### config.mk
export PLATFORM = sky130hd
export DESIGN_NAME = acc_converter_ctrl
export DESIGN_NICKNAME = d
export VERILOG_FILES = /design/src/shared/acc_pkg.sv /design/src/rtl/acc_converter_ctrl.sv /design/src/rtl/acc_prescaler.sv /design/src/rtl/acc_trigger_edge.sv
export SDC_FILE = /design/constraint.sdc
export NUM_CORES = 1
export LEC_CHECK = 0
export ABC_CLOCK_PERIOD_IN_PS = 3800
export BUFFER_PORTS_ARGS = -buffer_cell sky130_fd_sc_hd__buf_2
export CAP_MARGIN = 20
export CELL_PAD_IN_SITES_DETAIL_PLACEMENT = 1
export CELL_PAD_IN_SITES_GLOBAL_PLACEMENT = 1
export CORE_UTILIZATION = 40
export DETAILED_ROUTE_END_ITERATION = 16
export PLACE_DENSITY_LB_ADDON = 0.1
export SLEW_MARGIN = 20
export SYNTH_ARGS = -nofsm -noshare
export SYNTH_HDL_FRONTEND = slang
export SYNTH_HIERARCHICAL = 1
export SYNTH_SLANG_ARGS = --single-unit
### constraint.sdc
create_clock -name ref_clk -period 3.8 [get_ports ref_clk]
set_clock_uncertainty 0.05 [all_clocks]
set_input_delay 0.76 -clock ref_clk [delete_from_list [all_inputs] [get_ports ref_clk]]
set_output_delay 0.76 -clock ref_clk [all_outputs]
set_load 0.03 [all_outputs]
### src/shared/acc_pkg.sv
// constants for the analog converter control block
package acc_pkg;
   // register word indexes; byte address is four times the index
   localparam logic [5:0] IDX_RESULT_LOW   = 6'h04;
   localparam logic [5:0] IDX_RESULT_HIGH  = 6'h05;
   localparam logic [5:0] IDX_CTRL_STATUS  = 6'h06;
   localparam logic [5:0] IDX_INPUT_SELECT = 6'h07;
   localparam logic [5:0] IDX_TRIGGER_CFG  = 6'h08;
   localparam int         ADDR_IDX_LSB     = 2;
   localparam int         ADDR_IDX_MSB     = 7;

   // reset values
   localparam logic [7:0] CTRL_RESET  = 8'h00;
   localparam logic [7:0] INSEL_RESET = 8'h00;
   localparam logic [2:0] TRIG_RESET  = 3'h0;
   localparam logic [9:0] RESULT_RESET = 10'h000;

   // converter_control_status fields
   localparam int CS_ENABLE = 7;
   localparam int CS_START  = 6;
   localparam int CS_AUTO   = 5;
   localparam int CS_FLAG   = 4;
   localparam int CS_IE     = 3;
   localparam int CS_PS_MSB = 2;
   localparam int CS_PS_LSB = 0;

   // input_select_register fields
   localparam int IS_REF_MSB  = 7;
   localparam int IS_REF_LSB  = 6;
   localparam int IS_LEFT     = 5;
   localparam int IS_CHAN_MSB = 4;
   localparam int IS_CHAN_LSB = 0;

   // trigger_config_register field
   localparam int TC_SRC_MSB = 2;
   localparam logic [2:0] FREE_RUN_SRC = 3'h0;

   // conversion lengths in converter clock cycles
   localparam int         CONV_CNT_W         = 5;
   localparam logic [4:0] CONV_FIRST_CYCLES  = 5'h19;
   localparam logic [4:0] CONV_NORMAL_CYCLES = 5'h0d;

   // prescaler: codes at or below this divide by two
   localparam logic [2:0] PS_MIN_CODE = 3'h1;

   // channel selector decode
   localparam logic [4:0] CH_SE_LAST    = 5'h07;
   localparam logic [4:0] CH_GAIN_LAST  = 5'h0f;
   localparam logic [4:0] CH_DIFF_LAST  = 5'h1d;
   localparam logic [4:0] CH_BANDGAP    = 5'h1e;
   localparam int         CH_HIGAIN_BIT = 1;
   localparam logic [1:0] CLS_SINGLE  = 2'h0;
   localparam logic [1:0] CLS_DIFF    = 2'h1;
   localparam logic [1:0] CLS_BANDGAP = 2'h2;
   localparam logic [1:0] CLS_GROUND  = 2'h3;
   localparam logic [1:0] GAIN_1X     = 2'h0;
   localparam logic [1:0] GAIN_10X    = 2'h1;
   localparam logic [1:0] GAIN_200X   = 2'h2;

   // result layout
   localparam int RESULT_W   = 10;
   localparam int RESULT_MSB = 9;

   // ahb-lite encodings
   localparam logic [1:0] HTRANS_NONSEQ = 2'h2;
   localparam logic       HRESP_OKAY    = 1'b0;
endpackage

### src/rtl/acc_converter_ctrl.sv
// converter control: ahb-lite registers, conversion sequencer, result presentation
`timescale 1ns/1ns
`default_nettype none
// How it works
// - a new channel or gain only applies to the next conversion
// - codes 0-7 pick single inputs, 30 bandgap, 31 ground
// - codes 8-15 differential with 10x/200x gain, 16-29 differential unity gain
// - enable bit powers up; clearing it aborts a running conversion
// - start write launches one conversion, or the first in free running
// - first conversion after enable takes 25 converter clocks, others 13
// - start bit reads one while converting; writing zero does nothing
// - auto-trigger starts a conversion on each rising trigger edge while idle
// - done flag sets when a conversion ends; result is stored unless locked
// - done flag clears on vector entry or when software writes one
// - interrupt request needs flag, local enable and global enable
// - prescale code divides system clock by 2,2,4,8,16,32,64,128
// - left adjust picks byte layout of the result; unused bits zero
// - differential results are stored in two's complement
// - reading low byte freezes the result until high byte is read
// - left adjust changes result presentation immediately
// - trigger select picks the source; ignored without auto-trigger
module acc_converter_ctrl #(
   parameter int N_TRIG = 7,
   parameter int PS_W   = 7
) (
   input  wire logic              ref_clk,
   input  wire logic              rstn,
   input  wire logic              hsel,
   input  wire logic [31:0]       haddr,
   input  wire logic [1:0]        htrans,
   input  wire logic              hwrite,
   input  wire logic [2:0]        hsize,
   input  wire logic [31:0]       hwdata,
   input  wire logic              hready,
   output logic [31:0]            hrdata,
   output logic                   hreadyout,
   output logic                   hresp,
   input  wire logic [9:0]        analog_result,
   input  wire logic [N_TRIG-1:0] trigger_sources,
   input  wire logic              global_int_enable,
   input  wire logic              vector_ack,
   output logic                   converter_power,
   output logic                   conv_busy,
   output logic [4:0]             channel_gain_select,
   output logic [1:0]             ref_select,
   output logic [1:0]             gain_select,
   output logic [1:0]             channel_class,
   output logic                   done_irq
);
   typedef enum logic {ST_IDLE, ST_CONV} acc_seq_t;

   typedef struct packed {
      acc_seq_t   seq;
      logic       busy;
      logic [7:0] cs;
      logic [7:0] insel;
      logic [2:0] trig_sel;
      logic [9:0] result;
      logic       lock;
      logic       first_pend;
      logic [4:0] cnt;
      logic [4:0] len;
      logic [4:0] act_chan;
      logic [1:0] act_ref;
      logic [1:0] gain;
      logic [1:0] cls;
      logic       wr_pend;
      logic [5:0] wr_idx;
      logic [31:0] hrdata;
      logic       hreadyout;
      logic       irq;
   } acc_state_t;

   acc_state_t s_reg;
   acc_state_t s_next;
   logic       rst_meta_reg;
   logic       rst_n;
   logic       tick;
   logic       trig_fire;
   logic       take;
   logic       rd_fire;
   logic       rd_low;
   logic       rd_high;
   logic [5:0] idx;
   logic       sw_start;
   logic       start_now;
   logic       done_now;
   logic       free_run;
   logic       left;
   logic [7:0] rd_byte;

   // reset release through two flops
   always_ff @(posedge ref_clk or negedge rstn) begin
      if (!rstn) begin
         rst_meta_reg <= 1'b0;
         rst_n        <= 1'b0;
      end else begin
         rst_meta_reg <= 1'b1;
         rst_n        <= rst_meta_reg;
      end
   end

   // converter clock enable
   acc_prescaler #(
      .CNT_W (PS_W)
   ) u_prescaler (
      .clk   (ref_clk),
      .rst_n (rst_n),
      .run   (s_reg.cs[acc_pkg::CS_ENABLE]),
      .code  (s_reg.cs[acc_pkg::CS_PS_MSB:acc_pkg::CS_PS_LSB]),
      .tick  (tick)
   );

   // auto-trigger edge detection
   acc_trigger_edge #(
      .N_SRC (N_TRIG)
   ) u_trigger (
      .clk     (ref_clk),
      .rst_n   (rst_n),
      .arm     (s_reg.cs[acc_pkg::CS_AUTO]),
      .src_sel (s_reg.trig_sel),
      .sources (trigger_sources),
      .fire    (trig_fire)
   );

   // selector class: single, differential, bandgap or ground
   function automatic logic [1:0] chan_class(input logic [4:0] c);
      logic [1:0] r;
      r = acc_pkg::CLS_GROUND;
      if (c <= acc_pkg::CH_SE_LAST) begin
         r = acc_pkg::CLS_SINGLE;
      end else if (c <= acc_pkg::CH_DIFF_LAST) begin
         r = acc_pkg::CLS_DIFF;
      end else if (c == acc_pkg::CH_BANDGAP) begin
         r = acc_pkg::CLS_BANDGAP;
      end
      return r;
   endfunction

   // gain of a selector code
   function automatic logic [1:0] chan_gain(input logic [4:0] c);
      logic [1:0] g;
      g = acc_pkg::GAIN_1X;
      if (c > acc_pkg::CH_SE_LAST && c <= acc_pkg::CH_GAIN_LAST) begin
         g = c[acc_pkg::CH_HIGAIN_BIT] ? acc_pkg::GAIN_200X : acc_pkg::GAIN_10X;
      end
      return g;
   endfunction

   // next state: bus, register writes, sequencer, read data
   always_comb begin
      s_next    = s_reg;
      sw_start  = 1'b0;
      start_now = 1'b0;
      idx       = haddr[acc_pkg::ADDR_IDX_MSB:acc_pkg::ADDR_IDX_LSB];
      take      = hsel && (htrans == acc_pkg::HTRANS_NONSEQ) && hready;
      rd_fire   = take && !hwrite;
      rd_low    = rd_fire && (idx == acc_pkg::IDX_RESULT_LOW);
      rd_high   = rd_fire && (idx == acc_pkg::IDX_RESULT_HIGH);
      free_run  = s_reg.cs[acc_pkg::CS_AUTO] && (s_reg.trig_sel == acc_pkg::FREE_RUN_SRC);
      done_now  = (s_reg.seq == ST_CONV) && tick && (s_reg.cnt == 5'(s_reg.len - 5'h01));
      s_next.wr_pend   = take && hwrite;
      s_next.wr_idx    = idx;
      s_next.hreadyout = 1'b1;

      // register writes land in the data phase
      if (s_reg.wr_pend) begin
         case (s_reg.wr_idx)
            acc_pkg::IDX_CTRL_STATUS: begin
               s_next.cs[acc_pkg::CS_ENABLE] = hwdata[acc_pkg::CS_ENABLE];
               s_next.cs[acc_pkg::CS_AUTO]   = hwdata[acc_pkg::CS_AUTO];
               s_next.cs[acc_pkg::CS_IE]     = hwdata[acc_pkg::CS_IE];
               s_next.cs[acc_pkg::CS_PS_MSB:acc_pkg::CS_PS_LSB] =
                  hwdata[acc_pkg::CS_PS_MSB:acc_pkg::CS_PS_LSB];
               if (hwdata[acc_pkg::CS_FLAG]) begin
                  s_next.cs[acc_pkg::CS_FLAG] = 1'b0;
               end
               sw_start = hwdata[acc_pkg::CS_START];
            end
            acc_pkg::IDX_INPUT_SELECT: begin
               s_next.insel = hwdata[7:0];
            end
            acc_pkg::IDX_TRIGGER_CFG: begin
               s_next.trig_sel = hwdata[acc_pkg::TC_SRC_MSB:0];
            end
            default: begin
            end
         endcase
      end

      // enabling arms the long initialising conversion
      if (!s_reg.cs[acc_pkg::CS_ENABLE] && s_next.cs[acc_pkg::CS_ENABLE]) begin
         s_next.first_pend = 1'b1;
      end
      if (vector_ack) begin
         s_next.cs[acc_pkg::CS_FLAG] = 1'b0;
      end

      // conversion sequencer, counting converter clock ticks
      case (s_reg.seq)
         ST_IDLE: begin
            start_now = s_next.cs[acc_pkg::CS_ENABLE] &&
                        (sw_start || (s_reg.cs[acc_pkg::CS_AUTO] && trig_fire));
         end
         ST_CONV: begin
            if (tick) begin
               s_next.cnt = 5'(s_reg.cnt + 5'h01);
            end
            if (done_now) begin
               s_next.seq = ST_IDLE;
               s_next.cs[acc_pkg::CS_FLAG] = 1'b1;
               if (!s_reg.lock) begin
                  s_next.result = analog_result;
                  if (s_reg.cls == acc_pkg::CLS_DIFF) begin
                     s_next.result[acc_pkg::RESULT_MSB] = ~analog_result[acc_pkg::RESULT_MSB];
                  end
               end
               start_now = free_run && s_next.cs[acc_pkg::CS_ENABLE];
            end
         end
         default: begin
            s_next.seq = ST_IDLE;
         end
      endcase

      // a start latches the selection for the whole conversion
      if (start_now) begin
         s_next.seq        = ST_CONV;
         s_next.cnt        = '0;
         s_next.len        = s_next.first_pend ? acc_pkg::CONV_FIRST_CYCLES
                                               : acc_pkg::CONV_NORMAL_CYCLES;
         s_next.first_pend = 1'b0;
         s_next.act_chan   = s_next.insel[acc_pkg::IS_CHAN_MSB:acc_pkg::IS_CHAN_LSB];
         s_next.act_ref    = s_next.insel[acc_pkg::IS_REF_MSB:acc_pkg::IS_REF_LSB];
         s_next.gain       = chan_gain(s_next.act_chan);
         s_next.cls        = chan_class(s_next.act_chan);
      end

      // turning the converter off aborts
      if (!s_next.cs[acc_pkg::CS_ENABLE]) begin
         s_next.seq = ST_IDLE;
         s_next.cnt = '0;
      end
      s_next.busy = (s_next.seq == ST_CONV);

      // result read lock
      if (rd_low) begin
         s_next.lock = 1'b1;
      end
      if (rd_high) begin
         s_next.lock = 1'b0;
      end

      // interrupt request gating
      s_next.irq = s_reg.cs[acc_pkg::CS_FLAG] && s_reg.cs[acc_pkg::CS_IE] && global_int_enable;

      // read data from post-write state, current left adjust
      left = s_next.insel[acc_pkg::IS_LEFT];
      case (idx)
         acc_pkg::IDX_RESULT_LOW: begin
            rd_byte = left ? {s_next.result[1:0], 6'h00} : s_next.result[7:0];
         end
         acc_pkg::IDX_RESULT_HIGH: begin
            rd_byte = left ? s_next.result[9:2] : {6'h00, s_next.result[9:8]};
         end
         acc_pkg::IDX_CTRL_STATUS: begin
            rd_byte = s_next.cs;
            rd_byte[acc_pkg::CS_START] = s_next.busy;
         end
         acc_pkg::IDX_INPUT_SELECT: begin
            rd_byte = s_next.insel;
         end
         acc_pkg::IDX_TRIGGER_CFG: begin
            rd_byte = {5'h00, s_next.trig_sel};
         end
         default: begin
            rd_byte = 8'h00;
         end
      endcase
      s_next.hrdata = rd_fire ? {24'h000000, rd_byte} : 32'h00000000;
   end

   // state register
   always_ff @(posedge ref_clk or negedge rst_n) begin
      if (!rst_n) begin
         s_reg           <= '0;
         s_reg.seq       <= ST_IDLE;
         s_reg.cs        <= acc_pkg::CTRL_RESET;
         s_reg.insel     <= acc_pkg::INSEL_RESET;
         s_reg.trig_sel  <= acc_pkg::TRIG_RESET;
         s_reg.result    <= acc_pkg::RESULT_RESET;
         s_reg.hreadyout <= 1'b1;
      end else begin
         s_reg <= s_next;
      end
   end

   // outputs straight from the state register, except hresp tied to okay
   assign hrdata              = s_reg.hrdata;
   assign hreadyout           = s_reg.hreadyout;
   assign hresp               = acc_pkg::HRESP_OKAY;
   assign converter_power     = s_reg.cs[acc_pkg::CS_ENABLE];
   assign conv_busy           = s_reg.busy;
   assign channel_gain_select = s_reg.act_chan;
   assign ref_select          = s_reg.act_ref;
   assign gain_select         = s_reg.gain;
   assign channel_class       = s_reg.cls;
   assign done_irq            = s_reg.irq;
endmodule
`default_nettype wire

### src/rtl/acc_prescaler.sv
// converter clock prescaler producing a one-cycle tick enable
`timescale 1ns/1ns
`default_nettype none
module acc_prescaler #(
   parameter int CNT_W = 7
) (
   input  wire logic       clk,
   input  wire logic       rst_n,
   input  wire logic       run,
   input  wire logic [2:0] code,
   output logic            tick
);
   typedef struct packed {
      logic [CNT_W-1:0] cnt;
      logic             tick;
   } acc_ps_state_t;

   acc_ps_state_t    s_reg;
   acc_ps_state_t    s_next;
   logic [2:0]       eff_code;
   logic [CNT_W:0]   full;
   logic [CNT_W-1:0] mask;

   // divide by two to the code, codes 0 and 1 both give two
   always_comb begin
      eff_code = (code <= acc_pkg::PS_MIN_CODE) ? acc_pkg::PS_MIN_CODE : code;
      full = ((CNT_W+1)'(1) << eff_code) - (CNT_W+1)'(1);
      mask = full[CNT_W-1:0];
      s_next = s_reg;
      s_next.cnt = run ? CNT_W'(s_reg.cnt + 1'b1) : '0;
      s_next.tick = run && ((s_reg.cnt & mask) == mask);
   end

   // state register
   always_ff @(posedge clk or negedge rst_n) begin
      if (!rst_n) begin
         s_reg <= '0;
      end else begin
         s_reg <= s_next;
      end
   end

   assign tick = s_reg.tick;
endmodule
`default_nettype wire

### src/rtl/acc_trigger_edge.sv
// auto-trigger source select and rising edge detector
`timescale 1ns/1ns
`default_nettype none
module acc_trigger_edge #(
   parameter int N_SRC = 7
) (
   input  wire logic             clk,
   input  wire logic             rst_n,
   input  wire logic             arm,
   input  wire logic [2:0]       src_sel,
   input  wire logic [N_SRC-1:0] sources,
   output logic                  fire
);
   typedef struct packed {
      logic prev;
      logic fire;
   } acc_tr_state_t;

   acc_tr_state_t s_reg;
   acc_tr_state_t s_next;
   logic          level;

   // free running has no trigger line, so switching to it makes no edge
   always_comb begin
      level = 1'b0;
      if (src_sel != acc_pkg::FREE_RUN_SRC) begin
         level = sources[3'(src_sel - 3'h1)];
      end
      s_next.prev = level;
      s_next.fire = arm && level && !s_reg.prev;
   end

   // state register
   always_ff @(posedge clk or negedge rst_n) begin
      if (!rst_n) begin
         s_reg <= '0;
      end else begin
         s_reg <= s_next;
      end
   end

   assign fire = s_reg.fire;
endmodule
`default_nettype wire

* Word-level counts from Yosys, hierarchy flattened
Cells that the tools add are included.
** Operators by class
- $add $sub $neg :: 5
- Order comparisons :: 6
- Equality and inequality tests :: 15
- Shift operators :: 1
- Multiplexer cells :: 44
- Bitwise operators :: 3
- Reduce and logical (&&, ||, !) cells :: 27
** Operators with widths (count)
- $pmux W8 S5 :: 1
- $eq A6 B3 Y1 const B :: 6
- $mux W8 :: 4
- $mux W10 :: 3
- $mux W22 :: 1
- $mux W1 :: 20
- $mux W5 :: 4
- $logic_and A1 B1 Y1 :: 19
- $mux W17 :: 1
- $eq A6 B4 Y1 const B :: 2
- $mux W2 :: 4
- $add A7 B1 Y7 const B :: 1
- $and A7 B7 Y7 :: 1
- $eq A7 B7 Y1 :: 1
- $mux W7 :: 1
- $shl A1 B3 Y7 const A :: 1
- $sub A7 B2 Y7 const B :: 1
- $mux W3 :: 2
- $mux W6 :: 1
- $add A5 B1 Y5 const B :: 1
- $eq A5 B5 Y1 :: 1
- $eq A5 B5 Y1 const B :: 1
- $gt A5 B3 Y1 const B :: 1
- $le A5 B3 Y1 const B :: 1
- 19 further kinds :: 22
** Word-level totals
- Register bits :: 80
- Bits of input ports :: 93
- Output and inout bits :: 48
- Logic and storage cells :: 124

* Longest topological paths before layout
- Word-level depth :: 10
- Depth in mapped cells :: 10
- Mapped depth without buffers :: 8

* Hierarchy
The synthesis kept the hierarchy.
** By module, submodules not included
- acc_converter_ctrl :: times used 1, cells an instance 311, area each 3377.0 um^2, seq. area each 1701.6 um^2
- acc_prescaler :: times used 1, cells an instance 39, area each 419.2 um^2, seq. area each 200.2 um^2
- acc_trigger_edge :: times used 1, cells an instance 17, area each 186.4 um^2, seq. area each 50.0 um^2

* Least setup slack after synthesis
No wires, ideal clock.
- Kind :: register to register
- Start :: register, netlist name conv_busy
- End :: register s_reg (netlist bit hrdata[1])
- Library setup time :: 0.129 ns
- Arrival :: 2.249 ns
- Required time :: 3.621 ns
- Path slack :: 1.372 ns
- Stages on the path, launching flop included :: 9
- Buffers on the path :: 2
- Clock period less this slack :: 2.428 ns
- Path through :: dfrtp_1 > and2_1 > clkbuf_2 > nand3_1 > or3_1 > buf_2 > mux2_4 > and3_4 > o41a_1
** RTL lines
- end signal, assigned :: line acc_converter_ctrl.sv:294 : s_reg <= s_next;
- end, declared :: line acc_converter_ctrl.sv:74 : acc_state_t s_reg;

==> impl_metrics.yaml <==
cts:
  htreeDepth: 3
  clkSlewWorstSetupHoldPaths_ns: 0.08
  clk-insertion-delay-late_ns: 0.35
  cts_buffers: 9
  ctsResizeCount: 0
  hold_buffers: 0
  ctsRootBufferMaster: "clkbuf_8"
  cts_tree: "done"
  post_cts_buffers: 0
  clock_sinks: 78
  clk_path_buf_depth: 2
sta:
  hold_violations: 0
  worstMarginPinSlew_ns: 0.708
  setup_viol: 0
  fin_tns_setup_ns: 0
  fin_crit_ns: 2.88
  grt_setup_unrepaired: "false"
  fin_crit_sh_pct: 75.7
  drv_slew: 0
  relSlewSlack_pct: 52.8
  fmax_mhz: 348
drt:
  dr.max_layer_used: "met4"
  viasPerCell: 4.87
  drc: 0
  met1Wirelength_mm: 4.16
  dr.pass1.iters: 4
  routed-wl-met2_mm: 3.97
  ant_nets: 0
  drt_iter0_drc: 97
  dr_total_vias: 2699
  wl_per_cell_microns: 15.4
  met3WireLength_microns: 290
  totalWireLength_mm: 8.52
worst_setup_path:
  path_cells: "inv_1 -> ha_1 -> xor2_1 -> nand3_1 -> or3_1 -> mux2_4 -> and3_4 -> o41a_1"
  arrival_ns: 3.05
  reg2reg_depth: 8
  r2r_end: "hrdata[1]"
  critPathMaxStageDelay_ns: 0.65
  critical_path_class: "flip-flop to flip-flop"
  critPathMaxFanout: 13
  startpoint_type: "flip-flop"
  critPathRequiredTime_ns: 3.97
  rrSetupSlack_ns: 0.92
  path_buf_inv: 1
  crit_slowest_cell: "or3_1"
  path_delay_family: "simple AND/OR/NAND/NOR gates"
  end_kind: "flip-flop"
  regToRegStartpoint: "s_reg[55]"
layout:
  multi_input_area_sq_um: 1640
  fillCellCount: 1152
  drive_gt1_share_pct: 25.7
  layout_common_cells: "77 x dfrtp_1, 61 x buf_2, 28 x inv_1, 28 x conb_1, 23 x nand2_1"
  largest_register_ffs: 44
  final_common_cell: "dfrtp_1"
  final_nets: 517
  ff_latch_area_sq_um: 1960
  antennaDiodeCount: 0
  area_growth_syn_to_layout_pct: 11.2
pwr:
  fin_total_pwr_uw: 1680
  vdd_drop_max_uv: 184
  p_leak_uw: 0.00232
  p_per_area_nw_per_um2: 379
logic_synthesis:
  syn_inst: 367
  syn_area_per_cell_sq_um: 10.9
  synth_edf_count: 0
  synth_ff_type: "dfrtp_1"
  synth_seq_cells: 78
  async_reset_ff_share_pct: 100
  netlist-cell-type-count: 58
  yosysSeqAreaShare_pct: 49.0
  synth_area_sq_um: 3980
  ys.warnings.count: 6
global_route:
  grt_max_degree: 47
  grt_remaining_overflow: 0
  grt_pass1_wl_mm: 13.7
  antenna_found_initial: 0
  grt_use_total_pct: 17.6
  grt_pass1_vias: 2740
floorplanning:
  core-area_sq_um: 9730
  fp.dieH_microns: 102
  dieArea_sq_um: 10400
  ios: 141
  rows: 36
  die_w_microns: 102
  initial_core_util_pct: 40.9
placed_design:
  gp_congestion: 0.759
  hpwlAfterDp_mm: 6.47
  port_buffers: 61
flow_run:
  drv_cap: 0
status:
  status: "completed"
min_path:
  hp-class: "input pin to async pin"
==> cell families after synthesis <==
| group | synth area share (%) |
|---|---|
| DFF | 49.0 |
| other | 0.283 |
| adders and majority gates | 2.20 |
| AOI/OAI and AO/OA | 8.64 |
| muxes | 9.99 |
| xor gates and xnor gates | 3.83 |
| and+or+nand+nor | 13.9 |
| buffers and inverters | 12.2 |
==> metal layers <==
layer,track usage (%),vias up
met5,0,-
met4,6.02,0
met3,2.83,9
met2,28.4,65
met1,24.1,1348
li1,-,1277
==> worst register-to-register path, stage by stage (launching register included) <==
cell and delay (ns):
dfrtp_1 0.36, inv_1 0.08, ha_1 0.31, xor2_1 0.13
nand3_1 0.14, or3_1 0.66, mux2_4 0.42, and3_4 0.18
o41a_1 0.43
==> worst max path at each step <==
stage,endpoint,from,slack (ns),cells past startpoint
after floorplan,hrdata[1],conv_busy,1.37,8
after global placement,hrdata[2],haddr[5],0.94,6
after detailed placement,hrdata[2],haddr[5],0.91,6
after CTS,hrdata[1],s_reg[55],0.90,8
after global routing,hrdata[1],s_reg[55],0.75,8
final,hrdata[1],s_reg[55],0.92,8
==> power breakdown <==
part / total, uW / switching (uW) / internal [uW]
Clock: 688 / 301 / 387
Combinational: 123 / 83.6 / 39.8
Sequential: 868 / 19.4 / 849
Total: 1680 / 404 / 1280
==> cell type report <==
class	instances	share of cell area, %
well taps	133	3.76
clock inverters	3	1.55
repair buffers	67	7.91
flip-flops and latches	78	44.1
clock buffers	12	3.28
multi-input cells	233	37.0
inverters	28	2.37
==> stage by stage <==
stage / utilization [%] / hold slack [ns] / cells / area (sq um) / worst slack, ns
floorplan: - / 0.281 / 392 / 4080 / 1.37
global placement: 43.3 / 0.286 / 539 / 4210 / 0.936
detailed placement: 43.3 / 0.290 / 539 / 4210 / 0.905
CTS: 45.5 / 0.123 / 554 / 4430 / 0.899
global route: 45.5 / 0.123 / 554 / 4430 / 0.753
finish: 45.5 / 0.134 / 554 / 4430 / 0.923
==> Yosys cell counts (2+ instances only) <==
cell | number | area share [%]
dfrtp_1 | 78 | 49
buf_4 | 45 | 8.5
inv_1 | 28 | 2.6
nand2_1 | 23 | 2.2
nor2_1 | 21 | 2.0
mux2i_1 | 18 | 4.5
mux2_2 | 14 | 4.0
o21ai_0 | 10 | 1.3
and2_1 | 8 | 1.3
ha_1 | 7 | 2.2
xnor2_1 | 7 | 1.5
nand2b_1 | 6 | 0.94
nor2b_1 | 6 | 0.94
xor2_1 | 6 | 1.3
a22oi_1 | 5 | 0.94
nand3_1 | 5 | 0.63
o31a_1 | 5 | 1.1
a21oi_1 | 4 | 0.50
nor3_1 | 4 | 0.50
a22o_1 | 3 | 0.66
and3_1 | 3 | 0.47
buf_2 | 3 | 0.38
clkbuf_1 | 3 | 0.28
conb_1 | 3 | 0.28
nand4_1 | 3 | 0.47
nor4b_1 | 3 | 0.66
o21a_1 | 3 | 0.57
o31ai_1 | 3 | 0.57
and3_4 | 2 | 0.57
and3b_1 | 2 | 0.44
mux4_2 | 2 | 1.1
nand3b_1 | 2 | 0.38
nor3b_1 | 2 | 0.38
nor4_1 | 2 | 0.31
o211ai_1 | 2 | 0.38
o221ai_1 | 2 | 0.44
or2_2 | 2 | 0.31
or4b_2 | 2 | 0.50
Power figures use the tool's default switching activity.
